<file path="config.mk">
export PLATFORM = sky130hd
export DESIGN_NAME = irt_timer
export DESIGN_NICKNAME = d
export VERILOG_FILES = /design/src/verilog/irt_pkg.sv /design/src/verilog/irt_timer.sv /design/src/verilog/irt_prescaler.sv
export SDC_FILE = /design/constraint.sdc
export NUM_CORES = 1
export LEC_CHECK = 0
export BUFFER_PORTS_ARGS = -buffer_cell sky130_fd_sc_hd__buf_2
export CAP_MARGIN = 20
export CORE_UTILIZATION = 54
export DETAILED_ROUTE_END_ITERATION = 16
export GPL_TIMING_DRIVEN = 0
export PLACE_DENSITY_LB_ADDON = 0.15
export SETUP_SLACK_MARGIN = 0.02
export SLEW_MARGIN = 20
export SYNTH_ARGS = -nofsm -noshare
export SYNTH_HDL_FRONTEND = slang
export SYNTH_SLANG_ARGS = --single-unit
export TNS_END_PERCENT = 10
</file>
<file path="constraint.sdc">
create_clock -name clk -period 2.3 [get_ports clk]
set_input_delay 0.575 -clock clk [delete_from_list [all_inputs] [get_ports clk]]
set_output_delay 0.575 -clock clk [all_outputs]
set_load 0.05 [all_outputs]
</file>
<file path="src/verilog/irt_pkg.sv">
// Constants shared by the infrared carrier timer and its clock prescaler.
// Assumes an 8-bit register port and a single 10 MHz system clock.
package irt_pkg;

  // ----------------------------------------------------------------------
  // Register offsets
  // ----------------------------------------------------------------------
  localparam logic [7:0] ADDR_RX_CONFIG = 8'h11;
  localparam logic [7:0] ADDR_STATUS    = 8'h16;
  localparam logic [7:0] ADDR_CONTROL   = 8'h21;
  localparam logic [7:0] ADDR_COUNT_LO  = 8'h23;
  localparam logic [7:0] ADDR_COUNT_HI  = 8'h24;

  // ----------------------------------------------------------------------
  // Field positions
  // ----------------------------------------------------------------------
  localparam int unsigned CTRL_ENABLE_BIT = 7;
  localparam int unsigned CTRL_EDGE_BIT   = 6;
  localparam int unsigned CTRL_CLK_LSB    = 4;
  localparam int unsigned CTRL_DUTY_LSB   = 2;
  localparam int unsigned CTRL_MODE_LSB   = 0;
  localparam int unsigned STAT_ENV_BIT    = 7;
  localparam int unsigned STAT_ENVIF_BIT  = 2;
  localparam int unsigned STAT_OVFIF_BIT  = 1;
  localparam int unsigned STAT_CAPTURE_INTERRUPT_FLAG_BIT  = 0;
  localparam int unsigned RXCFG_SRC_BIT   = 2;
  localparam int unsigned HI_FIELD_W      = 4;

  // ----------------------------------------------------------------------
  // Encodings
  // ----------------------------------------------------------------------
  localparam logic [1:0] MODE_PWM_CARRIER = 2'h0;
  localparam logic [1:0] MODE_PWM_LEVEL   = 2'h1;
  localparam logic [1:0] MODE_CAPTURE     = 2'h2;
  localparam logic [1:0] MODE_ENVELOPE    = 2'h3;
  localparam logic [1:0] CLK_SEL_DIV16    = 2'h3;
  localparam logic [1:0] CLK_SEL_DIV4     = 2'h2;
  localparam logic [3:0] DIV16_LAST       = 4'hf;
  localparam logic [3:0] DIV4_LAST        = 4'h3;
  localparam logic [2:0] DUTY_LAST_BASE   = 3'h2;

  // ----------------------------------------------------------------------
  // Reset values
  // ----------------------------------------------------------------------
  localparam logic [7:0] CONTROL_RESET = 8'h00;
  localparam logic [7:0] BYTE_RESET    = 8'h00;

endpackage : irt_pkg

</file>
<file path="src/verilog/irt_timer.sv">
// Twelve-bit infrared carrier timer: carrier PWM, capture and envelope detect.
// Assumes synchronous receiver inputs and a register master with one-cycle strobes.
// What this block does
// Capture mode counts upward from zero on the divided clock.
// Capture edge stores counter as width, raises capture flag, clears counter.
// Counter wrap past all-ones raises the overflow flag.
// Control bit six picks capture edge: zero rising, one falling.
// Software counts overflows when a period exceeds twelve bits.
// Software measures the period first, then preloads all-ones minus 1.5 periods.
// First envelope edge raises envelope flag, sets present, reloads, starts.
// Later envelope edges reload the counter and keep present at one.
// Envelope overflow raises envelope flag and clears present.
// Control bit seven enables the timer.
// Control bits five to four pick divide by sixteen, four or one.
// Control bits three to two pick duty one third to one sixth.
// Control bits one to zero pick carrier, level, capture or envelope mode.
// Low count address reads live counter, writes preload low byte.
// High count address uses bits three to zero; upper bits read zero.
// Same addresses hold a readable, writable twelve-bit PWM period.
// Same addresses hold the captured width, read-write, reset to zero.
// Software computes preload as 4096 minus clock over carrier times duty.
// Software writes preload before the control write that enables.
// PWM overflow reloads the counter from preload and keeps counting.
// The enable bit switches the carrier at the output directly.
// Capture source bit picks the LED pad receiver or port C bit three.
// While disabled the counter holds and no events occur.
module irt_timer
  import irt_pkg::*;
#(
  parameter int unsigned CNT_W = 12
) (
  // Clock and reset
  input  wire logic       clk,
  input  wire logic       arst_n,
  // Register port
  input  wire logic [7:0] reg_addr,
  input  wire logic [7:0] reg_wdata,
  input  wire logic       reg_wr,
  input  wire logic       reg_rd,
  output logic      [7:0] reg_rdata,
  // Receiver inputs
  input  wire logic       rx_pad,
  input  wire logic       rx_portc3,
  // LED drive and status
  output logic            led_out,
  output logic            envelope_present_status,
  output logic      [2:0] event_flags
);

  if (CNT_W < 9 || CNT_W > 8 + HI_FIELD_W) begin : g_chk
    $error("irt_timer: CNT_W must lie between 9 and 12");
  end

  // --------------------------------------------------------------------
  // State
  // --------------------------------------------------------------------
  typedef struct packed {
    logic [7:0]       timer_control;
    logic [CNT_W-1:0] preload;
    logic [CNT_W-1:0] width;
    logic [CNT_W-1:0] count;
    logic             capture_interrupt_flag;
    logic             overflow_interrupt_flag;
    logic             envelope_interrupt_flag;
    logic             envelope_present;
    logic             capture_source_select;
    logic [2:0]       phase;
    logic             rx_prev;
    logic             enable_prev;
    logic             led;
    logic [7:0]       rdata;
  } irt_timer_state_s;

  irt_timer_state_s st_r;
  irt_timer_state_s st_nxt;

  logic             tick;
  logic             timer_enable_bit;
  logic             capture_edge_select;
  logic [1:0]       clock_divider_select;
  logic [1:0]       carrier_duty_select;
  logic [1:0]       operating_mode_select;
  logic             rx_in;
  logic             rx_edge;
  logic             at_max;
  logic             started;
  logic [2:0]       phase_last;

  assign timer_enable_bit      = st_r.timer_control[CTRL_ENABLE_BIT];
  assign capture_edge_select   = st_r.timer_control[CTRL_EDGE_BIT];
  assign clock_divider_select  = st_r.timer_control[CTRL_CLK_LSB +: 2];
  assign carrier_duty_select   = st_r.timer_control[CTRL_DUTY_LSB +: 2];
  assign operating_mode_select = st_r.timer_control[CTRL_MODE_LSB +: 2];
  assign rx_in      = st_r.capture_source_select ? rx_portc3 : rx_pad;
  // Rising when the edge select is zero, falling when it is one
  assign rx_edge    = (rx_in != st_r.rx_prev) && (rx_in == !capture_edge_select);
  assign at_max     = (st_r.count == {CNT_W{1'b1}});
  assign started    = timer_enable_bit && !st_r.enable_prev;
  // Carrier period spans duty+3 overflow intervals, high for the first one
  assign phase_last = {1'b0, carrier_duty_select} + DUTY_LAST_BASE;

  // --------------------------------------------------------------------
  // Clock prescaler
  // --------------------------------------------------------------------
  irt_prescaler #(
    .DIV_W (4)
  ) u_presc (
    .clk     (clk),
    .arst_n  (arst_n),
    .run     (timer_enable_bit),
    .clk_sel (clock_divider_select),
    .tick    (tick)
  );

  // --------------------------------------------------------------------
  // Next state
  // --------------------------------------------------------------------
  always_comb begin
    st_nxt             = st_r;
    st_nxt.rdata       = BYTE_RESET;
    st_nxt.rx_prev     = rx_in;
    st_nxt.enable_prev = timer_enable_bit;

    // Register reads: data stands in the cycle after the strobe only
    if (reg_rd) begin
      unique case (reg_addr)
        ADDR_CONTROL: begin
          st_nxt.rdata = st_r.timer_control;
        end
        ADDR_STATUS: begin
          st_nxt.rdata[STAT_ENV_BIT]   = st_r.envelope_present;
          st_nxt.rdata[STAT_ENVIF_BIT] = st_r.envelope_interrupt_flag;
          st_nxt.rdata[STAT_OVFIF_BIT] = st_r.overflow_interrupt_flag;
          st_nxt.rdata[STAT_CAPTURE_INTERRUPT_FLAG_BIT] = st_r.capture_interrupt_flag;
        end
        ADDR_RX_CONFIG: begin
          st_nxt.rdata[RXCFG_SRC_BIT] = st_r.capture_source_select;
        end
        ADDR_COUNT_LO: begin
          if (operating_mode_select == MODE_CAPTURE) begin
            st_nxt.rdata = st_r.width[7:0];
          end else if (timer_enable_bit) begin
            st_nxt.rdata = st_r.count[7:0];
          end else begin
            st_nxt.rdata = st_r.preload[7:0];
          end
        end
        ADDR_COUNT_HI: begin
          // Upper four bits stay zero
          if (operating_mode_select == MODE_CAPTURE) begin
            st_nxt.rdata = 8'(st_r.width[CNT_W-1:8]);
          end else if (timer_enable_bit) begin
            st_nxt.rdata = 8'(st_r.count[CNT_W-1:8]);
          end else begin
            st_nxt.rdata = 8'(st_r.preload[CNT_W-1:8]);
          end
        end
        default: begin
          st_nxt.rdata = BYTE_RESET;
        end
      endcase
    end

    // Register writes; flag clears come first so a same-cycle event wins
    if (reg_wr) begin
      unique case (reg_addr)
        ADDR_CONTROL: begin
          st_nxt.timer_control = reg_wdata;
        end
        ADDR_STATUS: begin
          // Write one to clear a flag
          if (reg_wdata[STAT_ENVIF_BIT]) begin
            st_nxt.envelope_interrupt_flag = 1'b0;
          end
          if (reg_wdata[STAT_OVFIF_BIT]) begin
            st_nxt.overflow_interrupt_flag = 1'b0;
          end
          if (reg_wdata[STAT_CAPTURE_INTERRUPT_FLAG_BIT]) begin
            st_nxt.capture_interrupt_flag = 1'b0;
          end
        end
        ADDR_RX_CONFIG: begin
          st_nxt.capture_source_select = reg_wdata[RXCFG_SRC_BIT];
        end
        ADDR_COUNT_LO: begin
          st_nxt.preload[7:0] = reg_wdata;
          st_nxt.width[7:0]   = reg_wdata;
        end
        ADDR_COUNT_HI: begin
          st_nxt.preload[CNT_W-1:8] = reg_wdata[CNT_W-9:0];
          st_nxt.width[CNT_W-1:8]   = reg_wdata[CNT_W-9:0];
        end
        default: begin
        end
      endcase
    end

    // Counter and events; nothing moves while disabled
    if (!timer_enable_bit) begin
      st_nxt.phase = 3'h0;
    end else if (started) begin
      // Capture starts from zero; envelope waits at preload for its first edge
      st_nxt.count = (operating_mode_select == MODE_CAPTURE) ? '0 : st_r.preload;
      st_nxt.phase = 3'h0;
      if (operating_mode_select == MODE_ENVELOPE) begin
        st_nxt.envelope_present = 1'b0;
      end
    end else begin
      unique case (operating_mode_select)
        MODE_CAPTURE: begin
          if (rx_edge) begin
            st_nxt.width                  = st_r.count;
            st_nxt.capture_interrupt_flag = 1'b1;
            st_nxt.count                  = '0;
          end else if (tick) begin
            st_nxt.count = st_r.count + CNT_W'(1);
            if (at_max) begin
              st_nxt.overflow_interrupt_flag = 1'b1;
            end
          end
        end
        MODE_ENVELOPE: begin
          if (rx_edge) begin
            if (!st_r.envelope_present) begin
              st_nxt.envelope_interrupt_flag = 1'b1;
            end
            st_nxt.envelope_present = 1'b1;
            st_nxt.count            = st_r.preload;
          end else if (tick && st_r.envelope_present) begin
            st_nxt.count = st_r.count + CNT_W'(1);
            if (at_max) begin
              // Carrier missing for longer than the preloaded window
              st_nxt.envelope_interrupt_flag = 1'b1;
              st_nxt.overflow_interrupt_flag = 1'b1;
              st_nxt.envelope_present        = 1'b0;
            end
          end
        end
        default: begin
          if (tick) begin
            if (at_max) begin
              st_nxt.count                   = st_r.preload;
              st_nxt.overflow_interrupt_flag = 1'b1;
              st_nxt.phase = (st_r.phase >= phase_last) ? 3'h0 : st_r.phase + 3'h1;
            end else begin
              st_nxt.count = st_r.count + CNT_W'(1);
            end
          end
        end
      endcase
    end

    // LED drive follows the enable directly
    st_nxt.led = st_nxt.timer_control[CTRL_ENABLE_BIT] &&
                 ((st_nxt.timer_control[CTRL_MODE_LSB +: 2] == MODE_PWM_LEVEL) ||
                  ((st_nxt.timer_control[CTRL_MODE_LSB +: 2] == MODE_PWM_CARRIER) &&
                   (st_nxt.phase == 3'h0)));
  end

  // --------------------------------------------------------------------
  // Registers
  // --------------------------------------------------------------------
  always_ff @(posedge clk or negedge arst_n) begin
    if (!arst_n) begin
      st_r               <= '0;
      st_r.timer_control <= CONTROL_RESET;
    end else begin
      st_r <= st_nxt;
    end
  end

  assign reg_rdata               = st_r.rdata;
  assign led_out                 = st_r.led;
  assign envelope_present_status = st_r.envelope_present;
  assign event_flags             = {st_r.envelope_interrupt_flag,
                                    st_r.overflow_interrupt_flag,
                                    st_r.capture_interrupt_flag};

  logic cap_event;
  logic env_timeout;
  logic pwm_wrap;
  assign cap_event   = timer_enable_bit && !started && rx_edge &&
                       (operating_mode_select == MODE_CAPTURE);
  assign env_timeout = timer_enable_bit && !started && !rx_edge && tick && at_max &&
                       st_r.envelope_present && (operating_mode_select == MODE_ENVELOPE);
  assign pwm_wrap    = timer_enable_bit && !started && tick && at_max &&
                       !operating_mode_select[1];
endmodule : irt_timer

</file>
<file path="src/verilog/irt_prescaler.sv">
// Clock-enable divider for the carrier timer: one tick per 1, 4 or 16 clocks.
// Assumes run and clk_sel are register outputs of the same clock domain.
module irt_prescaler
  import irt_pkg::*;
#(
  parameter int unsigned DIV_W = 4
) (
  // Clock and reset
  input  wire logic       clk,
  input  wire logic       arst_n,
  // Control
  input  wire logic       run,
  input  wire logic [1:0] clk_sel,
  // Enable pulse
  output logic            tick
);

  if (DIV_W < 4) begin : g_chk
    $error("irt_prescaler: DIV_W must hold a divide by sixteen");
  end

  typedef struct packed {
    logic [DIV_W-1:0] cnt;
    logic             tick;
  } irt_presc_state_s;

  irt_presc_state_s st_r;
  irt_presc_state_s st_nxt;
  logic [DIV_W-1:0] last_count;

  always_comb begin
    st_nxt = st_r;
    unique case (clk_sel)
      CLK_SEL_DIV16: last_count = DIV_W'(DIV16_LAST);
      CLK_SEL_DIV4:  last_count = DIV_W'(DIV4_LAST);
      default:       last_count = '0;
    endcase
    st_nxt.tick = 1'b0;
    if (!run) begin
      // Restart the phase so the first tick after enable is a full period
      st_nxt.cnt = '0;
    end else if (st_r.cnt >= last_count) begin
      st_nxt.cnt  = '0;
      st_nxt.tick = 1'b1;
    end else begin
      st_nxt.cnt = st_r.cnt + DIV_W'(1);
    end
  end

  always_ff @(posedge clk or negedge arst_n) begin
    if (!arst_n) begin
      st_r <= '0;
    end else begin
      st_r <= st_nxt;
    end
  end

  assign tick = st_r.tick;

endmodule : irt_prescaler

</file>
== After elaboration in Yosys (flattened, before gate mapping) ==
Index checks and enable logic that the tools add are counted.

* $add $sub $neg: 4
* Order comparisons: 2
* Equality and inequality tests: 15
* Muxes and demuxes: 60
* Reductions and logical operators: 20

{| class="wikitable"
|+ Operator list
! cell !! number
|-
| 2-to-1 mux 12 bit || 11
|-
| 2-to-1 mux 8 bit || 7
|-
| 2-to-1 mux 3 bit || 11
|-
| 2-to-1 mux 32 bit || 1
|-
| 2-to-1 mux 28 bit || 1
|-
| == test 8 x 6 -> 1 bit (second input constant) || 3
|-
| case mux 12 bit (2 select lines) || 1
|-
| 2-to-1 mux 4 bit || 5
|-
| == test 8 x 5 -> 1 bit (second input constant) || 2
|-
| 2-to-1 mux 1 bit || 15
|-
| adder 12 x 1 -> 12 bit (second input constant) || 1
|-
| == test 12 bit (second input constant) || 1
|-
| case mux 4 bit (3 select lines) || 1
|-
| == test 2 bit (second input constant) || 4
|-
| inequality test 4 x 3 -> 1 bit (second input constant) || 2
|-
| case mux 2 bit (4 select lines) || 1
|-
| case mux 4 bit (2 select lines) || 1
|-
| AND reduction 2 bit || 4
|-
| AND reduction 4 bit || 2
|-
| nonzero test 3 bit || 2
|-
| logical AND 1 bit || 5
|-
| case mux 1 bit (5 select lines) || 1
|-
| adder 4 x 1 -> 4 bit (second input constant) || 1
|-
| >= comparator 4 bit || 1
|-
| 15 further kinds || 17
|}

* Register bits after elaboration: 68
* Word-level logic and storage cells: 119

== Logic depth before layout (Yosys ltp) ==
* Word-level depth: 12
* Mapped depth: 8
* Gate-level depth less buffers: 7

== Hierarchy ==
From an unflattened synthesis, not the netlist that was laid out.

* Cells, all modules: 390
* Area, all modules: 3868.7 sq um

{| class="wikitable"
|+ Modules (own cells, without submodules)
! module !! instances !! cells each !! area each (sq um) !! seq. area each (sq um)
|-
| irt_timer || 1 || 362 || 3573.4 || 1576.5
|-
| irt_prescaler || 1 || 28 || 295.3 || 125.1
|}

== Worst setup path before layout ==
OpenSTA, ideal clock, no wires.

* Path kind: input-to-reg
* Start: input reg_addr[4]
* End: register st_r, in the netlist led_out
* Setup time: 126 ps
* Arrival time: 2399 ps
* Required time: 2174 ps
* Path slack: -224 ps
* Stages: 5
* Buffers on the path: 1
* Path through: or4b_4 or4b_1 buf_6 mux2_4 o311a_1

{| class="wikitable"
|+ RTL lines
! what !! RTL line !! source
|-
| start: declaration || irt_timer.sv:36 || <nowiki>input wire logic [7:0] reg_addr,</nowiki>
|-
| end signal: assignment || irt_timer.sv:268 || <nowiki>st_r <= st_nxt;</nowiki>
|-
| end: declaration || irt_timer.sv:74 || <nowiki>irt_timer_state_s st_r;</nowiki>
|}

==> results.yml <==
status:
  status: "finished, final reports clean"
synthesis:
  yosys_warnings: 0
  syn_area_per_cell_um2: 9.689
  synth_seq_cells: 68
  synth_cell_types: 57
  synth_edf_count: 0
  synth_top_area_cell: "dfrtp_1"
  syn-num-nets: 438
  async_reset_ff_frac: 1.000
  synth_top_area_frac: 0.4326
  seq_area_frac_synth: 0.4326
  syn_inst: 406
  ys_top_cells_by_area: "dfrtp_1, mux2i_1, mux2_2"
  ys.flop_type: "dfrtp_1"
  syn_area_um2: 3934
grt:
  antenna_found_initial: 0
  globalRouteTotalUtil: 0.2818
  grt_max_degree: 43
  grt_pass1_wl_um: 15990
  grt_pass1_vias: 3213
  grt.overflow.total: 0
detailed_routing:
  ant_nets: 0
  dr.pass1.iters: 5
  drt_iter0_drc: 275
  wl_per_cell_um: 17.87
  drc: 0
  drt-met1-wl_um: 4497
  met2WireLength_um: 4739
  viasPerCell: 6.090
  wl_met3_um: 502
  dr_total_vias: 3386
  routed.top_layer: "met4"
  routed_wl_um: 9933
power:
  p_leak_uw: 0.002156
  powerDensity_nw_per_um2: 590.2
  clkPwrFrac: 0.373
  p_seq_frac: 0.498
  intPower_uw: 1907
  peakVddDrop_mv: 0.3751
  p_switching_uw: 805.9
  power_frac_comb: 0.130
  swShare: 0.2970
timing:
  fin_crit_ns: 2.284
  maxSlewHeadroom: 0.6593
  fin_setup_tns_ns: 0
  fmaxAchievable_mhz: 437.7
  fin_crit_sh: 0.9933
  rsz0062_at_grt: "yes"
  tightest_slew_ns: 0.4968
  setup_viol: 0
  finalHoldViolations: 0
  clock_skew_ns: 0.009384
  slew_violations: 0
cells_and_area:
  syn_to_final_growth_pct: 16.86
  nets: 487
  final_cell_mix: "dfrtp_1, buf_2, inv_1, nand2_1"
  stdcell_area_um2: 4597
  layout_commonest_cell: "dfrtp_1"
  drive_above_1_share: 0.2457
  antenna_cells: 0
  n_fill_cell: 579
worst_setup_path:
  cp_cell_sequence: "buf_2 -> or4b_4 -> or4b_4 -> buf_6 -> mux2_4 -> o311a_1"
  path_class: "in -> reg"
  crit_arrival_ns: 2.52
  crit_path_max_incr_delay_ns: 0.57
  cp_max_fo: 8
  cpMostUsedCell: "or4b_4"
  worstPathRequired_ns: 2.54
  worst_setup_path_start_kind: "input pin"
  critPathCaptureType: "register"
  cp_slowest_cell: "or4b_4"
flow_run:
  maxCapViolCount: 0
clock_tree:
  cts_buffer_depth: 2
  numCtsBuffers: 9
  clockRootBuffer: "clkbuf_8"
  path_clk_slew_ns: 0.08
  clock-sinks: 68
  h-tree-depth: 3
  clock_latency_ns: 0.36
  cts_tree: "built"
place:
  place_congestion: 0.9496
  dp_hpwl_um: 7180
  port_buffers: 33
  postPlaceCellArea_um2: 4242
floorplan:
  core_um2: 6907
  rows: 30
  die_area_um2: 7630
  ios: 35
  die_w_um: 87.35
  die_y_um: 87.35
  start_util: 0.5696
hold_path:
  min_path_type: "in -> async"
-- sequential cells by signal (all words and copies together), names as in the netlist --
name / cells
st_r: 42
reg_rdata: 8
u_presc.st_r: 4
event_flags: 3
carrier_duty_select: 2
clock_divider_select: 2
operating_mode_select: 2
capture_edge_select: 1
envelope_present_status: 1
led_out: 1
st_nxt: 1
u_presc.tick: 1
-- Yosys cell counts (3+ instances only) --
| master | n |
|---|---|
| ha_1 | 10 |
| a21oi_1 | 16 |
| nor2b_1 | 3 |
| nor2_1 | 29 |
| o21ai_0 | 27 |
| a21boi_0 | 3 |
| nand2_1 | 30 |
| nand4_1 | 7 |
| buf_1 | 3 |
| mux2i_1 | 29 |
| buf_4 | 11 |
| nor3b_1 | 3 |
| o22ai_1 | 5 |
| nand3_1 | 12 |
| a21o_1 | 4 |
| o32ai_1 | 6 |
| nor3_1 | 6 |
| o211ai_1 | 3 |
| a2bb2oi_1 | 3 |
| inv_1 | 31 |
| nand2b_1 | 7 |
| and2_1 | 3 |
| clkbuf_1 | 10 |
| a22o_1 | 7 |
| dfrtp_1 | 68 |
| a211oi_1 | 6 |
| mux2_2 | 20 |
| a22oi_1 | 6 |
-- cell type report --
| type | count | area [µm²] | area share |
|---|---|---|---|
| timing repair buffer | 38 | 217.7 | 0.04736 |
| clock buffer | 9 | 123.9 | 0.02695 |
| clock inverter | 7 | 75.07 | 0.01633 |
| sequential | 68 | 1702 | 0.3702 |
| tap | 96 | 120.1 | 0.02613 |
| multi-input combinational | 281 | 2082 | 0.4529 |
| inverter | 31 | 116.4 | 0.02531 |
| buffer | 26 | 160.2 | 0.03484 |
-- power by group through the flow --
stage                     Clock [µW]  Sequential (µW)  Combinational [µW]
after floorplan                    0             1340                 215
after global placement             0             1370                 315
after detailed placement           0             1370                 333
after CTS                       1030             1350                 343
after global routing            1080             1350                 389
final                           1010             1350                 352
-- worst paths after layout --
kind,start,endpoint,slack (ns),cells after the start
max,reg_addr[4],led_out,0.02,6
max in group asynchronous,arst_n,st_r[51],1.62,2
max reg2reg,st_r[14],st_r[29],0.08,5
min,arst_n,u_presc.st_r[1],0.13,1
min reg2reg,st_nxt[9],st_r[9],0.40,0
min in group clk,st_nxt[9],st_r[9],0.40,0
-- routing by layer --
| metal | up-vias | global-route usage |
|---|---|---|
| met5 | - | 0 |
| li1 | 1586 | - |
| met3 | 17 | 0.05972 |
| met4 | 0 | 0.1162 |
| met1 | 1678 | 0.3755 |
| met2 | 105 | 0.4467 |
-- per-stage QoR --
stage                 util  std cells  total power [µW]  setup slack, ns  hold WS (ns)
finish              0.6656        556              2713          0.01552        0.1265
global route        0.6656        556              2821         0.001965        0.1510
CTS                 0.6563        554              2715          0.01761        0.1416
detailed placement  0.6141        536              1701          -0.7878        0.3708
global placement    0.6109        535              1682          -0.7228        0.3771
floorplan                -        406              1557          -0.1286        0.2794
-- kinds of logic after synthesis --
kind of cell	Yosys count	share of synthesized area
compound gates	105	0.1826
simple gates	113	0.1444
xor+xnor	3	0.006681
flops	68	0.4326
buf+inv	57	0.06711
mux	50	0.1349
fa+ha+maj	10	0.03181
-- critical path, delay by kind of cell --
family	cells	cell delay [ns]
AO/OA/AOI/OAI	1	0.29
buffers and inverters	2	0.27
multiplexers	1	0.31
AND/OR/NAND/NOR	2	1.07
-- timing repair --
action	4_1_cts	5_1_grt
hold buffers	0	0
gates resized for setup	16	16
pin swaps	0	1
setup buffers	2	2
endpoints found under the setup margin	40	32
Note: power is estimated with default switching activity, not from simulation.
